### config.mk
export PLATFORM = sky130hd
export DESIGN_NAME = iers_top
export DESIGN_NICKNAME = d
export VERILOG_FILES = /design/src/verilog/iers_pkg.sv /design/src/verilog/iers_top.sv
export SDC_FILE = /design/constraint.sdc
export NUM_CORES = 1
export LEC_CHECK = 0
export ABC_CLOCK_PERIOD_IN_PS = 3000
export BUFFER_PORTS_ARGS = -buffer_cell sky130_fd_sc_hd__buf_2
export CORE_UTILIZATION = 53
export CTS_CLUSTER_DIAMETER = 120
export DETAILED_ROUTE_END_ITERATION = 12
export GPL_TIMING_DRIVEN = 0
export PLACE_DENSITY = 0.94
export SETUP_SLACK_MARGIN = 0.4
export SLEW_MARGIN = 10
export SYNTH_ARGS = -nofsm -noshare
export SYNTH_HDL_FRONTEND = slang
export SYNTH_SLANG_ARGS = --single-unit
### constraint.sdc
create_clock -name hclk -period 3 [get_ports hclk]
set_input_delay 0.3 -clock hclk [delete_from_list [all_inputs] [get_ports hclk]]
set_output_delay 0.3 -clock hclk [all_outputs]
set_load 0.1 [all_outputs]
### src/verilog/iers_pkg.sv
// Purpose: Shared constants and types for the idle exit and reset status block
// Assumes: 100 MHz hclk, AHB-Lite register access with 32-bit data
// Notes: Register offsets are byte addresses of aligned words
package iers_pkg;

  // ----------------------------------------------------------------
  // Timing
  // ----------------------------------------------------------------
  localparam int unsigned CLK_PERIOD_NS = 10;
  localparam int unsigned CPU_WAKE_DELAY_NS = 100;
  localparam int unsigned CPU_WAKE_CYCLES_DEF =
    (CPU_WAKE_DELAY_NS + CLK_PERIOD_NS - 1) / CLK_PERIOD_NS;

  // ----------------------------------------------------------------
  // Register map
  // ----------------------------------------------------------------
  localparam int unsigned ADDR_W = 8;
  localparam logic [ADDR_W-1:0] ADDR_RESET_CAUSE = 8'h00;
  localparam logic [ADDR_W-1:0] ADDR_POWER_CTRL = 8'h04;
  localparam logic [ADDR_W-1:0] ADDR_INT_CTRL = 8'h08;
  localparam logic [ADDR_W-1:0] ADDR_IRQ_ENABLE = 8'h0c;
  localparam logic [ADDR_W-1:0] ADDR_MODE_STATUS = 8'h10;

  // reset_cause_status fields
  localparam int unsigned RCS_IRQ_PRIORITY = 7;
  localparam int unsigned RCS_CONFIG_MISMATCH = 5;
  localparam int unsigned RCS_RESET_INSTR = 4;
  localparam int unsigned RCS_WDT_TIMEOUT = 3;
  localparam int unsigned RCS_POWER_DOWN = 2;
  localparam int unsigned RCS_POWER_ON = 1;
  localparam int unsigned RCS_BROWN_OUT = 0;
  localparam logic [7:0] RCS_RESET_VALUE = 8'h3c;
  localparam logic [7:0] RCS_WRITE_MASK = 8'hb3;

  // power_ctrl fields
  localparam int unsigned PC_IDLE_SEL = 0;
  localparam int unsigned PC_CLK_SEL_LO = 1;
  localparam int unsigned PC_SEC_OSC_EN = 3;
  localparam int unsigned PC_WDT_EN = 4;
  localparam int unsigned PC_FSCM_EN = 5;
  localparam logic [5:0] PC_RESET_VALUE = 6'h00;

  // interrupt_control_reg field
  localparam int unsigned IC_GLOBAL_EN = 7;

  // ----------------------------------------------------------------
  // Clock select codes
  // ----------------------------------------------------------------
  localparam logic [1:0] SEL_INTERNAL_ALT = 2'h0;
  localparam logic [1:0] SEL_SECONDARY = 2'h1;
  localparam logic [1:0] SEL_PRIMARY = 2'h2;
  localparam logic [1:0] SEL_INTERNAL = 2'h3;

  localparam logic [1:0] HTRANS_NONSEQ = 2'h2;

  typedef enum logic [2:0] {
    ST_RUN = 3'b000,
    ST_IDLE = 3'b001,
    ST_SLEEP = 3'b010,
    ST_OST = 3'b011,
    ST_WAKE = 3'b100
  } iers_state_t;

  typedef struct packed {
    logic sleep_instr;
    logic watchdog_clear_instruction_instr;
  } iers_cpu_evt_t;

  typedef struct packed {
    logic brown_out;
    logic config_mismatch;
    logic reset_instr;
  } iers_rst_evt_t;

  typedef struct packed {
    logic cpu_clock_en;
    logic periph_clock_en;
    logic primary_osc_en;
    logic secondary_osc_en;
    logic internal_rc_en;
    logic [1:0] source;
  } iers_clk_ctl_t;

endpackage : iers_pkg

### src/verilog/iers_top.sv
// Purpose: Idle and sleep entry, wake and reset exit, reset cause status register
// Assumes: Single hclk domain; event inputs are one-cycle pulses synchronous to hclk
// Notes: hresetn is the power-on reset; other resets arrive as event pulses
// Notes on behaviour
// - Sleep with idle select stops CPU clock; peripherals run on selected source.
// - Entering secondary idle stops primary, clears primary flag, sets secondary flag.
// - Wake from secondary idle resumes CPU on secondary; select bits untouched.
// - Sleep toward secondary idle is ignored while secondary oscillator disabled.
// - Peripheral clocks held off until enabled secondary oscillator is running.
// - Idle with internal select stops primary and clears primary flag.
// - Wake from internal idle resumes CPU on internal; select bits untouched.
// - Internal RC keeps running when watchdog or fail-safe monitor enabled.
// - Any enabled interrupt flag starts exit from idle or sleep.
// - After interrupt wake, branch to vector only if global enable set.
// - Every interrupt or time-out exit waits the CPU wake delay, then execution restarts.
// - Watchdog time-out wakes from idle or sleep; in run it resets.
// - Sleep, watchdog clear or fail-safe clock loss clears watchdog.
// - Reset ending any mode leaves device running from internal RC.
// - Start-up timer skipped from primary idle or external primary clock.
// - Status bit 7 is priority enable, reset 0; bit 6 reads 0.
// - Mismatch clears bit 5; software writes it back to one.
// - Reset instruction clears bit 4; power-up or firmware sets it.
// - Bit 3 set by power-up, watchdog clear, sleep; cleared by time-out.
// - Bit 2 set by power-up or watchdog clear; cleared by sleep.
// - Power-on reset clears bit 1; firmware sets it again.
// - Brown-out clears bit 0; reads zero while regulator disabled.
// - Sleep without idle select stops oscillator and clears clock flags.
// - Select 10 primary, 11 internal, 01 secondary.
//
// The AHB-Lite interface to the registers and the address map were left to the implementer.
`timescale 1ns/100ps
module iers_top #(
  parameter int unsigned IRQ_W = 8,
  parameter int unsigned WAKE_CYCLES = iers_pkg::CPU_WAKE_CYCLES_DEF
) (
  input wire logic hclk,
  input wire logic hresetn,
  input wire logic hsel,
  input wire logic [iers_pkg::ADDR_W-1:0] haddr,
  input wire logic [1:0] htrans,
  input wire logic hwrite,
  input wire logic [2:0] hsize,
  input wire logic hready,
  input wire logic [31:0] hwdata,
  output logic [31:0] hrdata,
  output logic hreadyout,
  output logic hresp,
  input wire iers_pkg::iers_cpu_evt_t cpu_evt,
  input wire iers_pkg::iers_rst_evt_t rst_evt,
  input wire logic wdt_timeout,
  input wire logic [IRQ_W-1:0] irq_flags,
  input wire logic sec_osc_running,
  input wire logic primary_osc_ready,
  input wire logic primary_external_clock,
  input wire logic regulator_enable,
  input wire logic clock_loss,
  output iers_pkg::iers_clk_ctl_t clk_ctl,
  output logic primary_clock_running_flag,
  output logic secondary_clock_active_flag,
  output logic wake_resume,
  output logic vector_branch,
  output logic watchdog_clear,
  output logic watchdog_reset
);
  import iers_pkg::*;

  localparam int unsigned CNT_W = $clog2(WAKE_CYCLES + 1);
  localparam logic [CNT_W-1:0] WAKE_LOAD = CNT_W'(WAKE_CYCLES - 1);

  if (WAKE_CYCLES < 1 || IRQ_W < 1 || IRQ_W > 32) begin : g_bad_param
    $error("iers_top: unsupported parameter values");
  end

  function automatic logic is_internal(input logic [1:0] sel);
    is_internal = (sel == SEL_INTERNAL) || (sel == SEL_INTERNAL_ALT);
  endfunction : is_internal

  // ----------------------------------------------------------------
  // Bus slave
  // ----------------------------------------------------------------
  logic wr_pend;
  logic rd_wait;
  logic [ADDR_W-1:0] addr_q;
  logic [7:0] reset_cause_status;
  logic [5:0] power_ctrl;
  logic global_interrupt_enable;
  logic [IRQ_W-1:0] irq_enable;
  iers_state_t state;
  logic [1:0] cur_src;
  logic by_irq;

  wire take = hsel && hready && (htrans == HTRANS_NONSEQ);
  wire wr_rcs = wr_pend && (addr_q == ADDR_RESET_CAUSE);
  wire wr_pc = wr_pend && (addr_q == ADDR_POWER_CTRL);
  wire wr_ic = wr_pend && (addr_q == ADDR_INT_CTRL);
  wire wr_ie = wr_pend && (addr_q == ADDR_IRQ_ENABLE);
  wire [31:0] rd_mux =
    (addr_q == ADDR_RESET_CAUSE) ? {24'h00_0000, reset_cause_status} :
    (addr_q == ADDR_POWER_CTRL) ? {26'h000_0000, power_ctrl} :
    (addr_q == ADDR_INT_CTRL) ? {24'h00_0000, global_interrupt_enable, 7'h00} :
    (addr_q == ADDR_IRQ_ENABLE) ? 32'(irq_enable) :
    (addr_q == ADDR_MODE_STATUS) ? {27'h000_0000, by_irq, state, 1'b0} :
    32'h0000_0000;

  assign hreadyout = !rd_wait;
  assign hresp = 1'b0;

  always_ff @(posedge hclk or negedge hresetn) begin
    if (!hresetn) begin
      wr_pend <= 1'b0;
      rd_wait <= 1'b0;
      addr_q <= ADDR_RESET_CAUSE;
    end else begin
      wr_pend <= take && hwrite;
      rd_wait <= take && !hwrite;
      if (take) begin
        addr_q <= haddr;
      end
    end
  end

  // Read data sampled one cycle late so a preceding write is visible
  always_ff @(posedge hclk or negedge hresetn) begin
    if (!hresetn) begin
      hrdata <= 32'h0000_0000;
    end else if (rd_wait) begin
      hrdata <= rd_mux;
    end
  end

  // ----------------------------------------------------------------
  // Control registers
  // ----------------------------------------------------------------
  wire idle_sel = power_ctrl[PC_IDLE_SEL];
  wire [1:0] clk_sel = power_ctrl[PC_CLK_SEL_LO +: 2];
  wire sec_en = power_ctrl[PC_SEC_OSC_EN];
  wire wdt_en = power_ctrl[PC_WDT_EN];
  wire fscm_en = power_ctrl[PC_FSCM_EN];

  always_ff @(posedge hclk or negedge hresetn) begin
    if (!hresetn) begin
      power_ctrl <= PC_RESET_VALUE;
      global_interrupt_enable <= 1'b0;
      irq_enable <= '0;
    end else begin
      if (wr_pc) begin
        power_ctrl <= hwdata[5:0];
      end
      if (wr_ic) begin
        global_interrupt_enable <= hwdata[IC_GLOBAL_EN];
      end
      if (wr_ie) begin
        irq_enable <= hwdata[IRQ_W-1:0];
      end
    end
  end

  // ----------------------------------------------------------------
  // Power-managed mode sequencer
  // ----------------------------------------------------------------
  wire run_reset = (state == ST_RUN) && wdt_timeout;
  wire soft_reset = rst_evt.brown_out || rst_evt.config_mismatch ||
                    rst_evt.reset_instr || run_reset;
  wire irq_wake = |(irq_flags & irq_enable);
  wire wake_evt = irq_wake || wdt_timeout;
  wire sleep_req = (state == ST_RUN) && cpu_evt.sleep_instr && !soft_reset;
  wire sec_refused = idle_sel && (clk_sel == SEL_SECONDARY) && !sec_en;
  wire enter_idle = sleep_req && idle_sel && !sec_refused;
  wire enter_sleep = sleep_req && !idle_sel;
  wire needs_ost = (clk_sel == SEL_PRIMARY) && !primary_external_clock;
  logic [CNT_W-1:0] wake_cnt;
  logic primary_on;
  iers_state_t next_state;

  always_comb begin
    next_state = state;
    unique case (state)
      ST_RUN: begin
        if (enter_idle) begin
          next_state = ST_IDLE;
        end else if (enter_sleep) begin
          next_state = ST_SLEEP;
        end
      end
      ST_IDLE: begin
        if (wake_evt) begin
          next_state = ST_WAKE;
        end
      end
      ST_SLEEP: begin
        if (wake_evt) begin
          next_state = needs_ost ? ST_OST : ST_WAKE;
        end
      end
      ST_OST: begin
        if (primary_osc_ready) begin
          next_state = ST_WAKE;
        end
      end
      ST_WAKE: begin
        if (wake_cnt == '0) begin
          next_state = ST_RUN;
        end
      end
      default: next_state = ST_RUN;
    endcase
    if (soft_reset) begin
      next_state = ST_RUN;
    end
  end

  always_ff @(posedge hclk or negedge hresetn) begin
    if (!hresetn) begin
      state <= ST_RUN;
      wake_cnt <= '0;
      by_irq <= 1'b0;
    end else begin
      state <= next_state;
      if (state != ST_WAKE && next_state == ST_WAKE) begin
        wake_cnt <= WAKE_LOAD;
      end else if (state == ST_WAKE && wake_cnt != '0) begin
        wake_cnt <= wake_cnt - 1'b1;
      end
      if ((state == ST_IDLE || state == ST_SLEEP) && wake_evt) begin
        by_irq <= irq_wake;
      end
    end
  end

  // Clock source and oscillator status
  always_ff @(posedge hclk or negedge hresetn) begin
    if (!hresetn) begin
      cur_src <= SEL_INTERNAL;
      primary_on <= 1'b0;
      primary_clock_running_flag <= 1'b0;
      secondary_clock_active_flag <= 1'b0;
    end else if (soft_reset) begin
      cur_src <= SEL_INTERNAL;
      primary_on <= 1'b0;
      primary_clock_running_flag <= 1'b0;
      secondary_clock_active_flag <= 1'b0;
    end else if (enter_idle) begin
      cur_src <= clk_sel;
      primary_on <= (clk_sel == SEL_PRIMARY);
      primary_clock_running_flag <= (clk_sel == SEL_PRIMARY);
      secondary_clock_active_flag <= (clk_sel == SEL_SECONDARY);
    end else if (enter_sleep) begin
      primary_on <= 1'b0;
      primary_clock_running_flag <= 1'b0;
      secondary_clock_active_flag <= 1'b0;
    end else if (state == ST_SLEEP && wake_evt) begin
      cur_src <= clk_sel;
      primary_on <= (clk_sel == SEL_PRIMARY);
      primary_clock_running_flag <= (clk_sel == SEL_PRIMARY) && !needs_ost;
      secondary_clock_active_flag <= (clk_sel == SEL_SECONDARY);
    end else if (state == ST_OST && primary_osc_ready) begin
      primary_clock_running_flag <= 1'b1;
    end
  end

  // ----------------------------------------------------------------
  // Clock gating and wake pulses
  // ----------------------------------------------------------------
  wire sec_hold = (cur_src == SEL_SECONDARY) && !sec_osc_running;
  wire periph_on = (state == ST_RUN) || (state == ST_WAKE) ||
                   (state == ST_IDLE && !sec_hold);

  assign clk_ctl.cpu_clock_en = (state == ST_RUN);
  assign clk_ctl.periph_clock_en = periph_on;
  assign clk_ctl.primary_osc_en = primary_on;
  assign clk_ctl.secondary_osc_en = sec_en;
  assign clk_ctl.internal_rc_en = wdt_en || fscm_en ||
                                  (is_internal(cur_src) && state != ST_SLEEP);
  assign clk_ctl.source = cur_src;
  wire resume_now = (state == ST_WAKE) && (wake_cnt == '0) && !soft_reset;
  always_ff @(posedge hclk or negedge hresetn) begin
    if (!hresetn) begin
      wake_resume <= 1'b0;
      vector_branch <= 1'b0;
      watchdog_clear <= 1'b0;
      watchdog_reset <= 1'b0;
    end else begin
      wake_resume <= resume_now;
      vector_branch <= resume_now && by_irq && global_interrupt_enable;
      watchdog_clear <= cpu_evt.sleep_instr || cpu_evt.watchdog_clear_instruction_instr ||
                        (clock_loss && fscm_en);
      watchdog_reset <= run_reset;
    end
  end

  // ----------------------------------------------------------------
  // Reset cause status
  // ----------------------------------------------------------------
  logic [7:0] next_rcs;

  // Hardware events are applied after the write so they win
  always_comb begin
    next_rcs = reset_cause_status;
    if (wr_rcs) begin
      next_rcs = (hwdata[7:0] & RCS_WRITE_MASK) |
                 (reset_cause_status & ~RCS_WRITE_MASK);
    end
    if (cpu_evt.watchdog_clear_instruction_instr) begin
      next_rcs[RCS_WDT_TIMEOUT] = 1'b1;
      next_rcs[RCS_POWER_DOWN] = 1'b1;
    end
    if (cpu_evt.sleep_instr) begin
      next_rcs[RCS_WDT_TIMEOUT] = 1'b1;
      next_rcs[RCS_POWER_DOWN] = 1'b0;
    end
    if (wdt_timeout) begin
      next_rcs[RCS_WDT_TIMEOUT] = 1'b0;
    end
    if (rst_evt.config_mismatch) begin
      next_rcs[RCS_CONFIG_MISMATCH] = 1'b0;
    end
    if (rst_evt.reset_instr) begin
      next_rcs[RCS_RESET_INSTR] = 1'b0;
    end
    if (rst_evt.brown_out) begin
      next_rcs[RCS_BROWN_OUT] = 1'b0;
      next_rcs[RCS_WDT_TIMEOUT] = 1'b1;
      next_rcs[RCS_POWER_DOWN] = 1'b1;
    end
    if (!regulator_enable) begin
      next_rcs[RCS_BROWN_OUT] = 1'b0;
    end
    next_rcs[6] = 1'b0;
  end

  always_ff @(posedge hclk or negedge hresetn) begin
    if (!hresetn) begin
      reset_cause_status <= RCS_RESET_VALUE;
    end else begin
      reset_cause_status <= next_rcs;
    end
  end

  // ----------------------------------------------------------------
  // Assertions
  // ----------------------------------------------------------------
  sec_refuse_a: assert property (@(posedge hclk) disable iff (!hresetn)
    (state == ST_RUN && cpu_evt.sleep_instr && sec_refused && !soft_reset)
      |=> (state == ST_RUN))
    else $error("sleep toward disabled secondary idle not ignored");
  sec_entry_a: assert property (@(posedge hclk) disable iff (!hresetn)
    (enter_idle && clk_sel == SEL_SECONDARY)
      |=> (secondary_clock_active_flag && !primary_clock_running_flag
           && !clk_ctl.primary_osc_en && state == ST_IDLE))
    else $error("secondary idle entry flags wrong");
  rc_entry_a: assert property (@(posedge hclk) disable iff (!hresetn)
    (enter_idle && is_internal(clk_sel))
      |=> (!primary_clock_running_flag && !clk_ctl.primary_osc_en))
    else $error("internal idle entry left primary running");
  periph_hold_a: assert property (@(posedge hclk) disable iff (!hresetn)
    (state == ST_IDLE && cur_src == SEL_SECONDARY && !sec_osc_running)
      |-> !clk_ctl.periph_clock_en)
    else $error("peripheral clock before secondary oscillator runs");
  idle_cpu_a: assert property (@(posedge hclk) disable iff (!hresetn)
    (state == ST_IDLE) |-> (!clk_ctl.cpu_clock_en && clk_ctl.source == cur_src))
    else $error("cpu clocked in idle");
  sleep_entry_a: assert property (@(posedge hclk) disable iff (!hresetn)
    enter_sleep |=> (state == ST_SLEEP && !primary_clock_running_flag
                     && !secondary_clock_active_flag && !clk_ctl.periph_clock_en))
    else $error("sleep entry did not stop clocks");
  wake_start_a: assert property (@(posedge hclk) disable iff (!hresetn)
    (state == ST_IDLE && irq_wake && !soft_reset) |=> (state == ST_WAKE))
    else $error("enabled interrupt did not start wake");
  wake_end_a: assert property (@(posedge hclk) disable iff (!hresetn)
    resume_now |=> (wake_resume && state == ST_RUN && clk_ctl.cpu_clock_en))
    else $error("execution did not restart after wake delay");
  vector_a: assert property (@(posedge hclk) disable iff (!hresetn)
    vector_branch |-> (wake_resume && global_interrupt_enable))
    else $error("vector branch without global enable");
  wdt_run_a: assert property (@(posedge hclk) disable iff (!hresetn)
    (state == ST_RUN && wdt_timeout)
      |=> (watchdog_reset && !reset_cause_status[RCS_WDT_TIMEOUT]))
    else $error("run-mode time-out did not reset");
  wdt_clear_a: assert property (@(posedge hclk) disable iff (!hresetn)
    (cpu_evt.sleep_instr || cpu_evt.watchdog_clear_instruction_instr) |=> watchdog_clear)
    else $error("watchdog not cleared");
  reset_rc_a: assert property (@(posedge hclk) disable iff (!hresetn)
    soft_reset |=> (state == ST_RUN && cur_src == SEL_INTERNAL && !primary_on))
    else $error("reset did not select internal oscillator");
  ost_skip_a: assert property (@(posedge hclk) disable iff (!hresetn)
    (state == ST_SLEEP && wake_evt && !soft_reset && !needs_ost)
      |=> (state == ST_WAKE))
    else $error("start-up wait not skipped");
  pd_sleep_a: assert property (@(posedge hclk) disable iff (!hresetn)
    (cpu_evt.sleep_instr && !rst_evt.brown_out)
      |=> (!reset_cause_status[RCS_POWER_DOWN]))
    else $error("power-down flag not cleared by sleep");
  bor_zero_a: assert property (@(posedge hclk) disable iff (!hresetn)
    !regulator_enable |=> !reset_cause_status[RCS_BROWN_OUT])
    else $error("brown-out flag set with regulator off");
  rc_keep_a: assert property (@(posedge hclk) disable iff (!hresetn)
    (wdt_en || fscm_en) |-> clk_ctl.internal_rc_en)
    else $error("internal oscillator stopped while needed");

endmodule : iers_top
# Word level (Yosys, flattened, before mapping)
# Cells that the tools add are included.
[op_classes]
eq_ne = 18
bitwise = 2
reduce_logical = 68
n_mux = 42
addsub = 1
[ops]
columns = ["operator", "count"]
rows = [
  ["$mux 8", 4],
  ["$logic_and 1x1->1", 31],
  ["$mux 3", 8],
  ["$mux 1", 18],
  ["$eq 8x4->1 const B", 2],
  ["$pmux 3 s5", 1],
  ["$mux 2", 7],
  ["$logic_or 1x1->1", 12],
  ["$reduce_bool 4->1", 3],
  ["$logic_not 1->1", 10],
  ["$reduce_bool 5->1", 2],
  ["$and 8x8->8", 1],
  ["$eq 8x3->1 const B", 1],
  ["$eq 8x5->1 const B", 1],
  ["$logic_not 8->1", 1],
  ["$mux 4", 2],
  ["$or 8x4->8", 1],
  ["$reduce_or 8->1", 1],
  ["$eq 2x2->1 const B", 3],
  ["$eq 3x2->1 const B", 2],
  ["$eq 3x3->1 const B", 2],
  ["$mux 6", 1],
  ["$ne 3x2->1 const B", 2],
  ["$ne 3x3->1 const B", 2],
  ["10 further kinds", 13],
]
[word_totals]
ff_bits = 81
word_cells = 155
inputBits = 69
out_inout_bits = 47

# Logic depth before layout (Yosys ltp)
[depth]
word_depth = 13
depth_mapped = 8
mapped_depth_nobuf = 7

# Worst setup path after synthesis
# No wires, ideal clock.
[synth_path]
kind = "register to register"
start = "register state[0]"
end = "register primary_on"
required_time_ps = 2869
path_buffers = 2
path_stages_with_launch = 9
arrival_ps = 3762
slack_ps = -894
setup_ps = 131
period_less_slack_ps = 3894
cell_sequence = "dfrtp_1 -> buf_2 -> nor3_1 -> nand4b_1 -> or2_0 -> clkbuf_1 -> nand2_1 -> mux2i_1 -> nor2_1"
[synth_rtl]
columns = ["item", "line_no", "text"]
rows = [
  ["from (decl)", "iers_top.sv:88", "iers_state_t state;"],
  ["from (signal assigned)", "iers_top.sv:218", "state <= next_state;"],
  ["to (signal assigned)", "iers_top.sv:244", "primary_on <= (clk_sel == SEL_PRIMARY);"],
  ["to (signal assigned)", "iers_top.sv:253", "primary_on <= (clk_sel == SEL_PRIMARY);"],
  ["to (decl)", "iers_top.sv:172", "logic primary_on;"],
]

==> reports/metrics.cfg <==
[yosys]
netlist_area_sq_um = 2970
async_reset_ff_share_pct = 100
synth_top_area_cell = dfrtp_1
synth-main-ff-cell = dfrtp_1
synth-seq-area-share_pct = 48.2
synth_cells = 278
synthTopCellsByArea = dfrtp_1 (43%), mux2_2 (8.7%), buf_4 (7.3%), dfstp_2 (5.3%), nor2_1 (2.3%)
yosysUniqueCellTypes = 56
yosysWarnings = 0
synth_top_area_share_pct = 42.9
synth_edf_count = 0
ys_seq_elements = 57
avgSynthCellArea_sq_um = 10.7

[critical_path]
cp_max_fo = 10
startpoint_type = flop
cpPeakStageDelay_ns = 0.49
crit_arrival_ns = 1.99
setup.worst_path.class = reg2out
cp_slowest_cell = or3b_2
end_kind = output port
path_cells = buf_4 -> or3b_2 -> a211o_1 -> buf_2
required_ns = 2.70

[route]
firstDrtPassIters = 5
ant_nets = 0
drcViolationCount = 0
vias = 2384
viasPerCell = 5.30
drt_iter0_markers = 216
post_drt_wl_per_cell_um = 14.7
drt-total-wl_um = 6610

[die]
ioPinCount = 116
die_height_um = 76.9
start_util_pct = 56.4
placeableCoreArea_sq_um = 5270
rows = 26
die_area_sq_um = 5920
die_w_um = 76.9

[sta]
fmax_ghz = 0.436
fin_crit_sh_pct = 76.4
relSlewSlack_pct = 52.6
tightestPinTransition_ns = 0.712
setup-tns-final_ns = 0
skew_ns = 0.00612
fin_ws_ns = 0.707
slew_viol_final = 0
rsz0062_at_grt = no
finalHoldViolations = 0
setup_viol = 0
fin_crit_ns = 2.29

[clock_network]
cts_max_level = 3
post-cts-setup-buffers = 0
cts.reportedPaths.clkPinSlew_ns = 0.06
clock_latency_ns = 0.33
clock-sinks = 57
cts_max_path_buffers = 2
postCtsHoldBufs = 0
cts_tree = done
cts-root-buf = clkbuf_8
cts_resized = 0
cts_buffers = 9

[run]
drv_cap = 0

[global_route]
grt_max_degree = 58
grt_pass1_wl_um = 10600
grt_pass1_vias = 2206
track_usage_pct = 23.6
gr-total-overflow = 0
antenna_found_initial = 0

[outcome]
status = complete, no violations

[cells_and_area]
layout_common_cells = buf_2 (63), dfrtp_1 (51), buf_4 (30)
antennaDiodeCount = 0
nNetsFinal = 446
syn2layout_area_growth_pct = 22.7
final_common_cell = buf_2
fillers = 423
drive_gt1_share_pct = 41.1

[pwr]
p_leak_uw = 0.00181
ir_drop_v = 0.000378
power_density_nw_per_um2 = 529

[place]
dp.final_hpwl_um = 4960
io_buffer_count = 62
routabilityCongestion = 0.864
dp_slack_ns = 0.885

[worst_hold_path]
min_path_type = in2async

[final timing paths]
path | startpoint | endpoint | slack [ns] | cells after the start
worst max-delay path | state[1] | clk_ctl[2] | 0.71 | 4
worst min-delay path | hresetn | primary_on | 0.008 | 1
worst max register to register | state[2] | wake_cnt[2] | 0.82 | 7
worst min register to register | reset_cause_status[5] | reset_cause_status[5] | 0.48 | 2
max in group asynchronous | hresetn | wr_pend | 2.50 | 1
min in group hclk | rst_evt[1] | reset_cause_status[5] | 0.12 | 2
[critical path: cells and delay by family (launching register included)]
family                 cells  cell delay (ns)
buffers and inverters      2             0.48
AND/OR/NAND/NOR            1             0.49
flip-flops                 1             0.40
AO/OA/AOI/OAI              1             0.30
[logic make-up after synthesis]
logic type	Yosys count	synth area share [%]
and+or+nand+nor	79	14.9
DFF	57	48.2
buffers and inverters	48	10.3
other	1	0.126
adders and majority gates	2	0.841
muxes	28	10.5
xor gates and xnor gates	2	0.589
AOI/OAI and AO/OA	61	14.4
[area by class of cell]
cell class / instances / area (sq um) / area share, %
Clock buffer: 13 / 159 / 4.35
Multi-Input combinational cell: 197 / 1330 / 36.5
Clock inverter: 3 / 15.0 / 0.411
Inverter: 11 / 41.3 / 1.13
Buffer: 37 / 267 / 7.30
Timing Repair Buffer: 62 / 313 / 8.57
Tap cell: 70 / 87.6 / 2.40
Sequential cell: 57 / 1430 / 39.3
[metal layers]
| metal | routed length, um | GRT usage (%) | vias up |
|---|---|---|---|
| met5 | 0 | 0 | - |
| met4 | 132 | 12.5 | 0 |
| met3 | 446 | 4.29 | 12 |
| met2 | 3170 | 37.9 | 115 |
| met1 | 2860 | 30.3 | 1128 |
| li1 | - | - | 1129 |
[cell usage after synthesis (3+ instances only)]
master    number
nand3_1        8
dfrtp_1       51
a22oi_1        6
a21o_1         5
buf_4         29
o21ai_2        4
nor2_1        18
nor3b_1        5
nand2_1       17
mux2_1         3
a22o_1         3
dfstp_2        6
a21oi_1       10
nand2b_1       4
a211oi_1       3
mux2_2        23
o21ai_0       12
inv_1         11
nor3_1         5
o21bai_1       3
nor2b_1        3
clkbuf_1       3
[through the flow]
stage	hold slack [ns]	power (uW)	cell area, sq um	utilization, %	cells
5_1_grt	0.0650	2000	3650	69.3	450
6_report	0.00831	1930	3650	69.3	450
3_5_place_dp	0.456	1320	3470	65.9	434
4_1_cts	0.109	1940	3650	69.2	450
2_1_floorplan	0.00441	1230	3080	-	302
3_3_place_gp	0.452	1300	3470	65.9	434
[registers in the layout, summed over array words and instances (netlist names), 2 cells and up]
register,flops
power_ctrl,6
hrdata,8
addr_q,8
cur_src,2
irq_enable,8
reset_cause_status,7
wake_cnt,4
state,3
[report_power, final]
group          internal, uW  switching (uW)  leakage (uW)
registers               822            45.0      0.000714
logic                   114             322       0.00100
clock network           341             289     0.0000932
total                  1280             655       0.00181
No activity file was read; power rests on OpenSTA's default activity.
